`src/rsc_pkg.sv`:
```
/*
  rsc_pkg: register map, field positions, reset values and counts for the
  smooth calibrator and timestamp block.
  assumes: a 32-bit classic Wishbone register bus and a single system clock.
*/
`default_nettype none
package rsc_pkg;
  localparam logic [7:0]  OFS_CTRL       = 8'h00;
  localparam logic [7:0]  OFS_STATUS     = 8'h04;
  localparam logic [7:0]  OFS_CAL        = 8'h08;
  localparam logic [7:0]  OFS_PRESCALE   = 8'h0C;
  localparam logic [7:0]  OFS_STAMP_SUB  = 8'h10;
  localparam logic [7:0]  OFS_STAMP_TIME = 8'h14;
  localparam logic [7:0]  OFS_STAMP_DATE = 8'h18;
  localparam int          CTRL_STAMP_EN  = 0;
  localparam int          CTRL_IRQ_EN    = 1;
  localparam int          CTRL_TAMP_STAMP = 2;
  localparam int          CTRL_INIT      = 3;
  localparam int          CTRL_FALL      = 4;
  localparam int          STS_INIT       = 0;
  localparam int          STS_RECAL      = 1;
  localparam int          STS_FLAG       = 2;
  localparam int          STS_OVF        = 3;
  localparam int          CAL_MASK_LSB   = 0;
  localparam int          CAL_W16        = 13;
  localparam int          CAL_W8         = 14;
  localparam int          CAL_INSERT     = 15;
  localparam int          MASK_W         = 9;
  localparam int          CAL_CNT_W      = 20;
  localparam int          INSERT_SHIFT   = 11;
  localparam int          ASYNC_W        = 7;
  localparam logic [6:0]  ASYNC_DIV_RST  = 7'h7F;
  localparam logic [6:0]  INSERT_MIN_DIV = 7'h03;
  localparam logic [4:0]  CTRL_RST       = 5'h00;
  localparam logic [1:0]  STAMP_SYNC_TK  = 2'h2;
  localparam logic [1:0]  RECAL_LOAD_TK  = 2'h2;
  typedef enum logic [1:0] {
    TS_IDLE = 2'b01,
    TS_WAIT = 2'b10
  } rsc_ts_state_type;
endpackage
`default_nettype wire

```
`src/rsc_core.sv`:
```
/*
  rsc_core: smooth digital calibration of the kernel clock, asynchronous
  prescaler fed by the corrected pulses, and timestamp capture with flag,
  overflow and interrupt, behind a classic Wishbone slave.
  assumes: kernel clock and timestamp pin are asynchronous and far slower
  than clk_sys_in; calendar inputs and tamper event come from clk_sys_in logic.
*/
`default_nettype none
module rsc_core
  import rsc_pkg::*;
#(
  parameter int AW = 8
) (
  input  wire logic          clk_sys_in,
  input  wire logic          rst_b_in,
  input  wire logic          rtc_kernel_clock_in,
  input  wire logic          stamp_pin_in,
  input  wire logic          tamper_event_in,
  input  wire logic [15:0]   cal_subsec_in,
  input  wire logic [31:0]   cal_time_in,
  input  wire logic [31:0]   cal_date_in,
  input  wire logic          wb_cyc_in,
  input  wire logic          wb_stb_in,
  input  wire logic          wb_we_in,
  input  wire logic [AW-1:0] wb_adr_in,
  input  wire logic [3:0]    wb_sel_in,
  input  wire logic [31:0]   wb_dat_in,
  output logic [31:0]        wb_dat_out,
  output logic               wb_ack_out,
  output logic               stamp_irq_out,
  output logic               kernel_pulse_out,
  output logic               async_prescaler_clock_out
);

  function automatic logic [31:0] merge(input logic [31:0] old_v,
                                        input logic [31:0] new_v,
                                        input logic [3:0]  sel);
    logic [31:0] m;
    m = {{8{sel[3]}}, {8{sel[2]}}, {8{sel[1]}}, {8{sel[0]}}};
    return (old_v & ~m) | (new_v & m);
  endfunction

  logic [2:0]           kern_sync;
  logic [2:0]           pin_sync;
  logic                 kern_tick;
  logic                 pin_edge;
  logic [CAL_CNT_W-1:0] cal_cnt;
  logic [CAL_CNT_W-1:0] next_cal_cnt;
  logic                 ins_pend;
  logic                 mask_hit;
  logic                 ins_hit;
  logic                 corr_pulse;
  logic [ASYNC_W-1:0]   apre_cnt;
  logic                 apre_tick;
  logic [4:0]           ctrl;
  logic [ASYNC_W-1:0]   async_divider_value;
  logic [MASK_W-1:0]    masked_pulse_count;
  logic                 cycle_16s_select;
  logic                 cycle_8s_select;
  logic                 pulse_insert_enable;
  logic [MASK_W-1:0]    act_mask;
  logic                 act_w16;
  logic                 act_w8;
  logic                 act_insert;
  logic                 ins_eff;
  logic [MASK_W-1:0]    mask_forced;
  logic                 recal_pending_flag;
  logic [1:0]           recal_cnt;
  logic                 cal_wr_d;
  logic                 load_cal;
  logic                 init_mode_flag;
  rsc_ts_state_type     ts_state;
  logic [1:0]           ts_cnt;
  logic                 stamp_flag;
  logic                 stamp_overflow_flag;
  logic                 stamp_event;
  logic                 stamp_busy;
  logic                 stamp_set;
  logic                 flag_clr;
  logic                 ovf_clr;
  logic [15:0]          stamp_sub;
  logic [31:0]          stamp_time;
  logic [31:0]          stamp_date;
  logic                 bus_wr;
  logic [31:0]          rd_data;
  logic [31:0]          cal_word;
  logic [31:0]          ctrl_merged;
  logic [31:0]          div_merged;

  // kernel clock and pin are asynchronous: two flops before any use
  always_ff @(posedge clk_sys_in or negedge rst_b_in) begin
    if (!rst_b_in) begin
      kern_sync <= 3'h0;
      pin_sync  <= 3'h0;
    end else begin
      kern_sync <= {kern_sync[1:0], rtc_kernel_clock_in};
      pin_sync  <= {pin_sync[1:0], stamp_pin_in};
    end
  end

  assign kern_tick = kern_sync[1] & ~kern_sync[2];
  assign pin_edge  = ctrl[CTRL_FALL] ? (pin_sync[2] & ~pin_sync[1])
                                     : (pin_sync[1] & ~pin_sync[2]);

  assign init_mode_flag = ctrl[CTRL_INIT];
  assign ins_eff        = act_insert & (async_divider_value >= INSERT_MIN_DIV);
  assign bus_wr         = wb_cyc_in & wb_stb_in & wb_we_in & wb_ack_out;
  assign ctrl_merged    = merge({27'h0, ctrl}, wb_dat_in, wb_sel_in);
  assign div_merged     = merge({25'h0, async_divider_value}, wb_dat_in, wb_sel_in);

  // mask bit n hits where the counter's low 20-n bits equal 1 followed by zeros
  always_comb begin
    logic [CAL_CNT_W-1:0] low_m;
    logic [CAL_CNT_W-1:0] pos;
    low_m    = '0;
    pos      = '0;
    mask_hit = 1'b0;
    for (int n = 0; n < MASK_W; n++) begin
      low_m = 20'hFFFFF >> n;
      pos   = 20'h80000 >> n;
      if (act_mask[n] && ((cal_cnt & low_m) == pos)) begin
        mask_hit = 1'b1;
      end
    end
    ins_hit = ins_eff && (cal_cnt[INSERT_SHIFT-1:0] == '0);
  end

  // shortened cycles wrap the counter early
  always_comb begin
    next_cal_cnt = cal_cnt + 20'h00001;
    if (act_w16 | act_w8) begin
      next_cal_cnt[19] = 1'b0;
    end
    if (act_w8) begin
      next_cal_cnt[18] = 1'b0;
    end
  end

  always_ff @(posedge clk_sys_in or negedge rst_b_in) begin
    if (!rst_b_in) begin
      cal_cnt <= '0;
    end else if (kern_tick) begin
      cal_cnt <= next_cal_cnt;
    end
  end

  // mask and insert together cancel; an insert alone adds a pulse one cycle later
  assign corr_pulse = (kern_tick & (~mask_hit | ins_hit)) | ins_pend;

  always_ff @(posedge clk_sys_in or negedge rst_b_in) begin
    if (!rst_b_in) begin
      ins_pend <= 1'b0;
    end else begin
      ins_pend <= kern_tick & ~mask_hit & ins_hit;
    end
  end

  assign apre_tick = corr_pulse && (apre_cnt == async_divider_value);

  always_ff @(posedge clk_sys_in or negedge rst_b_in) begin
    if (!rst_b_in) begin
      apre_cnt                  <= '0;
      kernel_pulse_out          <= 1'b0;
      async_prescaler_clock_out <= 1'b0;
    end else begin
      if (apre_tick) begin
        apre_cnt <= '0;
      end else if (corr_pulse) begin
        apre_cnt <= apre_cnt + 7'h01;
      end
      kernel_pulse_out          <= corr_pulse;
      async_prescaler_clock_out <= apre_tick;
    end
  end

  // register writes take effect at the edge where the master samples ack
  always_ff @(posedge clk_sys_in or negedge rst_b_in) begin
    if (!rst_b_in) begin
      ctrl                <= CTRL_RST;
      async_divider_value <= ASYNC_DIV_RST;
    end else if (bus_wr) begin
      if (wb_adr_in == OFS_CTRL) begin
        ctrl <= ctrl_merged[4:0];
      end else if (wb_adr_in == OFS_PRESCALE) begin
        async_divider_value <= div_merged[6:0];
      end
    end
  end

  // forced mask bits read and act as zero
  always_comb begin
    mask_forced = masked_pulse_count;
    if (cycle_16s_select | cycle_8s_select) begin
      mask_forced[0] = 1'b0;
    end
    if (cycle_8s_select) begin
      mask_forced[1] = 1'b0;
    end
    cal_word                                  = 32'h0;
    cal_word[CAL_MASK_LSB +: MASK_W]          = mask_forced;
    cal_word[CAL_W16]                         = cycle_16s_select;
    cal_word[CAL_W8]                          = cycle_8s_select;
    cal_word[CAL_INSERT]                      = pulse_insert_enable;
  end

  always_ff @(posedge clk_sys_in or negedge rst_b_in) begin
    if (!rst_b_in) begin
      masked_pulse_count  <= '0;
      cycle_16s_select    <= 1'b0;
      cycle_8s_select     <= 1'b0;
      pulse_insert_enable <= 1'b0;
      cal_wr_d            <= 1'b0;
    end else begin
      cal_wr_d <= bus_wr && (wb_adr_in == OFS_CAL);
      if (bus_wr && (wb_adr_in == OFS_CAL)) begin
        if (wb_sel_in[0]) begin
          masked_pulse_count[7:0] <= wb_dat_in[7:0];
        end
        if (wb_sel_in[1]) begin
          masked_pulse_count[8] <= wb_dat_in[8];
          cycle_16s_select      <= wb_dat_in[CAL_W16];
          cycle_8s_select       <= wb_dat_in[CAL_W8];
          pulse_insert_enable   <= wb_dat_in[CAL_INSERT] & (async_divider_value >= INSERT_MIN_DIV);
        end
      end
    end
  end

  // in init mode the new setting loads the cycle after the write, otherwise on the second prescaler tick
  assign load_cal = (cal_wr_d & init_mode_flag)
                  | (recal_pending_flag & apre_tick & (recal_cnt == RECAL_LOAD_TK - 2'h1));

  always_ff @(posedge clk_sys_in or negedge rst_b_in) begin
    if (!rst_b_in) begin
      recal_pending_flag <= 1'b0;
      recal_cnt          <= 2'h0;
    end else if (cal_wr_d & ~init_mode_flag) begin
      recal_pending_flag <= 1'b1;
      recal_cnt          <= 2'h0;
    end else if (load_cal) begin
      recal_pending_flag <= 1'b0;
    end else if (recal_pending_flag & apre_tick) begin
      recal_cnt <= recal_cnt + 2'h1;
    end
  end

  always_ff @(posedge clk_sys_in or negedge rst_b_in) begin
    if (!rst_b_in) begin
      act_mask   <= '0;
      act_w16    <= 1'b0;
      act_w8     <= 1'b0;
      act_insert <= 1'b0;
    end else if (load_cal) begin
      act_mask   <= mask_forced;
      act_w16    <= cycle_16s_select;
      act_w8     <= cycle_8s_select;
      act_insert <= pulse_insert_enable;
    end
  end

  assign stamp_event = (ctrl[CTRL_STAMP_EN] & pin_edge) | (ctrl[CTRL_TAMP_STAMP] & tamper_event_in);
  assign stamp_busy  = stamp_flag | (ts_state == TS_WAIT);
  assign stamp_set   = (ts_state == TS_WAIT) & apre_tick & (ts_cnt == STAMP_SYNC_TK - 2'h1);
  assign flag_clr    = bus_wr && (wb_adr_in == OFS_STATUS) && wb_sel_in[0] && !wb_dat_in[STS_FLAG];
  assign ovf_clr     = bus_wr && (wb_adr_in == OFS_STATUS) && wb_sel_in[0] && !wb_dat_in[STS_OVF];

  always_ff @(posedge clk_sys_in or negedge rst_b_in) begin
    if (!rst_b_in) begin
      ts_state   <= TS_IDLE;
      ts_cnt     <= 2'h0;
      stamp_sub  <= 16'h0000;
      stamp_time <= 32'h0;
      stamp_date <= 32'h0;
    end else begin
      case (ts_state)
        TS_IDLE: begin
          if (stamp_event & ~stamp_busy) begin
            stamp_sub  <= cal_subsec_in;
            stamp_time <= cal_time_in;
            stamp_date <= cal_date_in;
            ts_cnt     <= 2'h0;
            ts_state   <= TS_WAIT;
          end
        end
        TS_WAIT: begin
          if (stamp_set) begin
            ts_state <= TS_IDLE;
          end else if (apre_tick) begin
            ts_cnt <= ts_cnt + 2'h1;
          end
        end
        default: begin
          ts_state <= TS_IDLE;
        end
      endcase
    end
  end

  // an event in the clear cycle keeps the flag: set wins over clear
  always_ff @(posedge clk_sys_in or negedge rst_b_in) begin
    if (!rst_b_in) begin
      stamp_flag          <= 1'b0;
      stamp_overflow_flag <= 1'b0;
      stamp_irq_out       <= 1'b0;
    end else begin
      if (stamp_set | (stamp_event & stamp_flag)) begin
        stamp_flag <= 1'b1;
      end else if (flag_clr) begin
        stamp_flag <= 1'b0;
      end
      if (stamp_event & stamp_busy) begin
        stamp_overflow_flag <= 1'b1;
      end else if (ovf_clr) begin
        stamp_overflow_flag <= 1'b0;
      end
      stamp_irq_out <= stamp_set & ctrl[CTRL_IRQ_EN];
    end
  end

  always_comb begin
    rd_data = 32'h0;
    if (wb_adr_in == OFS_CTRL) begin
      rd_data[4:0] = ctrl;
    end else if (wb_adr_in == OFS_STATUS) begin
      rd_data[STS_INIT]  = init_mode_flag;
      rd_data[STS_RECAL] = recal_pending_flag;
      rd_data[STS_FLAG]  = stamp_flag;
      rd_data[STS_OVF]   = stamp_overflow_flag;
    end else if (wb_adr_in == OFS_CAL) begin
      rd_data = cal_word;
    end else if (wb_adr_in == OFS_PRESCALE) begin
      rd_data[6:0] = async_divider_value;
    end else if (wb_adr_in == OFS_STAMP_SUB) begin
      rd_data[15:0] = stamp_sub;
    end else if (wb_adr_in == OFS_STAMP_TIME) begin
      rd_data = stamp_time;
    end else if (wb_adr_in == OFS_STAMP_DATE) begin
      rd_data = stamp_date;
    end
  end

  // unmapped addresses still ack and read zero, so the master never hangs
  always_ff @(posedge clk_sys_in or negedge rst_b_in) begin
    if (!rst_b_in) begin
      wb_ack_out <= 1'b0;
      wb_dat_out <= 32'h0;
    end else begin
      wb_ack_out <= wb_cyc_in & wb_stb_in & ~wb_ack_out;
      wb_dat_out <= rd_data;
    end
  end

endmodule // rsc_core
`default_nettype wire

```
`config.mk`:
```
export PLATFORM = sky130hd
export DESIGN_NAME = rsc_core
export DESIGN_NICKNAME = d
export VERILOG_FILES = /design/src/rsc_pkg.sv /design/src/rsc_core.sv
export SDC_FILE = /design/constraint.sdc
export NUM_CORES = 1
export LEC_CHECK = 0
export ABC_AREA = 1
export CAP_MARGIN = 20
export CORE_MARGIN = 4
export CORE_UTILIZATION = 50
export CTS_CLUSTER_SIZE = 25
export DETAILED_ROUTE_END_ITERATION = 6
export DONT_BUFFER_PORTS = 1
export MAX_ROUTING_LAYER = met4
export PLACE_DENSITY = 0.66
export SLEW_MARGIN = 15
export SYNTH_ARGS = -nofsm -noshare
export SYNTH_HDL_FRONTEND = slang
export SYNTH_SLANG_ARGS = --single-unit
```
`constraint.sdc`:
```
create_clock -name clk_sys_in -period 3.75 [get_ports clk_sys_in]
set_input_delay 0.5625 -clock clk_sys_in [delete_from_list [all_inputs] [get_ports clk_sys_in]]
set_output_delay 0.5625 -clock clk_sys_in [all_outputs]
set_load 0.005 [all_outputs]
```
Yosys cells after proc, flatten, opt, wreduce, memory -nomap -nowiden
Index checks and enable logic that the tools add are counted.
Storage, ports and cells
  register bits after elaboration: 196
  input port bits: 132
  logic and storage cells: 189
Operators by class
  $add $sub $neg: 4
  magnitude comparators: 1
  eq/ne operators: 25
  muxes and demuxes: 48
  bitwise gates (word level): 46
  reductions and logical operators: 34
Operator list (number)
  32-bit two-way mux: 8
  16-bit two-way mux: 2
  28-bit two-way mux: 1
  27-bit two-way mux: 1
  25-bit two-way mux: 1
  1-bit AND: 24
  8-bit by 5-bit == test with 1-bit output, second input constant: 3
  7-bit two-way mux: 3
  20-bit by 1-bit adder with 20-bit output, second input constant: 1
  20-bit == test, second input constant: 1
  1-bit two-way mux: 20
  19-bit == test, second input constant: 1
  18-bit == test, second input constant: 1
  17-bit == test, second input constant: 1
  16-bit == test, second input constant: 1
  8-bit by 4-bit == test with 1-bit output, second input constant: 2
  1-bit logical AND: 16
  2-bit two-way mux: 8
  15-bit == test, second input constant: 1
  7-bit AND: 2
  14-bit == test, second input constant: 1
  13-bit == test, second input constant: 1
  12-bit == test, second input constant: 1
  2-bit AND reduction: 6
  24 further kinds: 51

Logic depth before layout (Yosys ltp)
  depth in word-level cells: 21
  mapped depth: 15
  depth with buffers taken out: 15

Worst setup path after synthesis
Ideal clock, no wire load.
  path type: input port to flip-flop
  start: input port wb_adr_in[1]
  end: register cycle_16s_select
  library setup time: 0.125 ns
  arrival: 1.588 ns
  required time: 3.625 ns
  path slack: 2.037 ns
  stages on the path: 9
  buffers on the path: 0
  path through: nor2_2 > nand2_1 > inv_2 > nand2_2 > nor2_4 > inv_2 > nor2_4 > nand2_2 > mux2_2
On the way
  word-level cells in the longest chain between the ends: 3
Ends and longest elaborated chain
  start, declared: line rsc_core.sv:25  | input wire logic [AW-1:0] wb_adr_in,
  8-bit by 4-bit == test with 1-bit output: line rsc_core.sv:215  | if (bus_wr && (wb_adr_in == OFS_CAL)) begin
  1-bit logical AND: line rsc_core.sv:215
  2-bit AND reduction (no source line)
  end signal, assigned: line rsc_core.sv:221  | cycle_16s_select <= wb_dat_in[CAL_W16];
  end, declared: line rsc_core.sv:58  | logic cycle_16s_select;
Every way passes these cells.
A chain may end at the register's enable or synchronous reset.

==> flow_summary.json <==
{
  "async_reset_ff_share_pct": 100.0,
  "period_share_pct": 62.89,
  "setup_viol": 0,
  "synth-edff-count": 0,
  "numClockSinks": 196,
  "grt_pass1_vias": 5792,
  "ys_warn_count": 0,
  "clk_pin_slew_ps": 70,
  "synth_seq_cells": 196,
  "vdd_drop_max_mv": 0.3536,
  "wl_mm": 19.16,
  "slew_viol_final": 0,
  "finalSetupTns_ps": 0,
  "final_area_um2": 9123,
  "die_y_um": 137.3,
  "grt_pass1_wl_mm": 30.22,
  "synth_top_area_share_pct": 56.30,
  "hp-class": "input port to asynchronous set/reset pin",
  "hold_viol_final": 188,
  "cts_root_buf": "clkbuf_16",
  "overflow": 0,
  "io_pins": 168,
  "power.leakage_nw": 4.702,
  "cpMostUsedCell": "nand2_1",
  "relSlewSlack_pct": 44.38,
  "dieArea_um2": 18850,
  "synth_common_cells": "nand2_1, dfrtp_1, inv_1, nor2_1, o21ai_0",
  "ys_seq_area_share_pct": 58.81,
  "max_freq_ghz": 0.4240,
  "rsz0062_at_grt": "no",
  "start_util_pct": 50.75,
  "portBuffers": 0,
  "final_antenna_net_count": 0,
  "powerDensity_nw_per_um2": 463.7,
  "grt_use_total_pct": 21.54,
  "gp_congestion": 0.8605,
  "drt_iter0_drc": 389,
  "crit_fanout": 80,
  "finClkSkew_ps": 6.727,
  "fin_nets": 1073,
  "synth_most_common_cell": "nand2_1",
  "ys.flop_type": "dfrtp_1",
  "syn-num-nets": 1077,
  "critPathKind": "flop to flop",
  "num_vias": 6105,
  "slowest_delay_ps": 660,
  "cts_tree": "yes",
  "placed_area_um2": 8542,
  "layout_min_cycle_time_ps": 2358,
  "grt_start_max_net_pins": 197,
  "yosysTopAreaCell": "dfrtp_1",
  "core_um2": 16470,
  "synth_area_leaders": "dfrtp_1, nand2_1, inv_1",
  "cp-start-kind": "flop",
  "yosysUniqueCellTypes": 41,
  "worst-endpoint-required_ps": 4060,
  "crit_arrival_ps": 2670,
  "multiInputGateArea_um2": 3052,
  "antennaDiodeCount": 0,
  "syn_area_um2": 8357,
  "drc_errors": 0,
  "ctsHtreeMaxLevel": 4,
  "worstMarginPinSlew_ps": 834.3,
  "post_synth.cell_area_avg_um2": 8.890,
  "syn2layout_area_growth_pct": 9.163,
  "first_pass_iters": 5,
  "status": "finished, violations left",
  "nFillCells": 1554,
  "maxCapViolCount": 0,
  "dp_hpwl_mm": 13.18,
  "hold_ws_ps": -173.7,
  "violations": "negative hold slack",
  "vias_per_cell": 5.222,
  "syn_inst": 940,
  "die_w_um": 137.3,
  "wire_per_inst_um": 16.39,
  "path_cells": "inv_1 -> o21ai_0 -> nand2_1 -> o21ai_1 -> and2_2 -> inv_2 -> buf_4 -> nand2_1 -> nand2_1",
  "antenna_found_initial": 0,
  "cts_setup_buffers": 0,
  "rows": 47,
  "clock_path_buffers": 2,
  "worstSkewPairLatency_ps": 430,
  "layout-drive-gt1-share_pct": 8.008,
  "numCtsBuffers": 17,
  "regArea_um2": 4915,
  "crit_slowest_cell": "and2_2",
  "endpoint_kind": "flop"
}
## power by group
| group | total (mW) | switching (mW) | leakage, nW | internal (mW) |
|---|---|---|---|---|
| clock network | 1.80 | 0.796 | 0.271 | 1.01 |
| registers | 2.24 | 0.0682 | 2.67 | 2.17 |
| logic | 0.189 | 0.112 | 1.76 | 0.0767 |
## routing by layer
layer	vias to the layer above	global-route usage [%]	share of wire, %
li1	2973	-	-
met1	2944	29.09	44
met2	176	31.66	46
met3	12	7.670	8.6
met4	0	4.656	0.67
met5	-	-	0
## cells by family after synthesis
logic type,share of synthesized area (%)
and+or+nand+nor,25.98
adders and majority gates,0.7486
xor gates and xnor gates,2.935
AOI/OAI and AO/OA,6.243
DFF,58.81
buffers and inverters,4.746
muxes,0.5390
## path summary, 6_finish.rpt
| check | depth (start not counted) | to | slack (ps) |
|---|---|---|---|
| min in group clk_sys_in | 0 | kern_sync[0] | 160 |
| min | 0 | cal_cnt[2] | -170 |
| min reg2reg | 0 | pin_sync[1] | 350 |
| max | 9 | stamp_time[21] | 1390 |
| max reg2reg | 9 | stamp_time[21] | 1390 |
| max in group asynchronous | 0 | stamp_time[29] | 3490 |
## per-stage QoR
step / setup WS, ps / power (mW) / hold slack (ps) / util (%) / std cells
after floorplan: 2037 / 2.411 / 266.9 / - / 940
after global placement: 1301 / 2.453 / 276.6 / 51.88 / 1137
after detailed placement: 1294 / 2.462 / 276.2 / 51.88 / 1137
after CTS: 1389 / 4.266 / -186.0 / 55.40 / 1169
after global routing: 1163 / 4.398 / -194.4 / 55.40 / 1169
final: 1392 / 4.230 / -173.7 / 55.40 / 1169
## critical path, delay by kind of cell, from the launching register on
kind                   cells  cell delay (ps)
AND/OR/NAND/NOR            4              960
buffers and inverters      3              560
flip-flops                 1              350
AO/OA/AOI/OAI              2              310
## placed cells by master, fill, tap and decap left out, types with 5 or more instances in the layout
cell,n
nor3_1,11
a32o_1,10
a21oi_1,14
nand2_2,7
nand2_1,405
dfrtp_1,188
inv_2,7
buf_4,6
nor2_1,46
dfstp_2,8
xor2_1,17
a22o_1,6
inv_1,61
o21ai_0,30
o21ai_1,5
nand3_1,27
nor2_2,5
ha_1,5
clkbuf_16,17
xnor2_1,11
nand4_1,12
## repair_timing
item                                   in CTS  in global routing
setup endpoints to repair                   0                  0
endpoints found under the hold margin     190                188
gates resized for setup                     0                  0
## sequential cells by signal, indices dropped and copies added, names as in the netlist, 2 cells and up, named ones only
register / flops
pin_sync: 3
kern_sync: 3
recal_cnt: 2
stamp_date: 32
cal_cnt: 20
act_mask: 9
stamp_time: 32
stamp_sub: 16
apre_cnt: 7
wb_dat_out: 32
masked_pulse_count: 9
ts_cnt: 2
ts_state: 2
## cell type report
type	count	area share, %
inverters	68	2.798
repair buffers	6	0.4938
flip-flops and latches	196	53.87
clock inverters	10	1.385
multi-input cells	647	33.45
well taps	220	3.017
clock buffers	22	4.979
(Power assumes the default switching activity.)
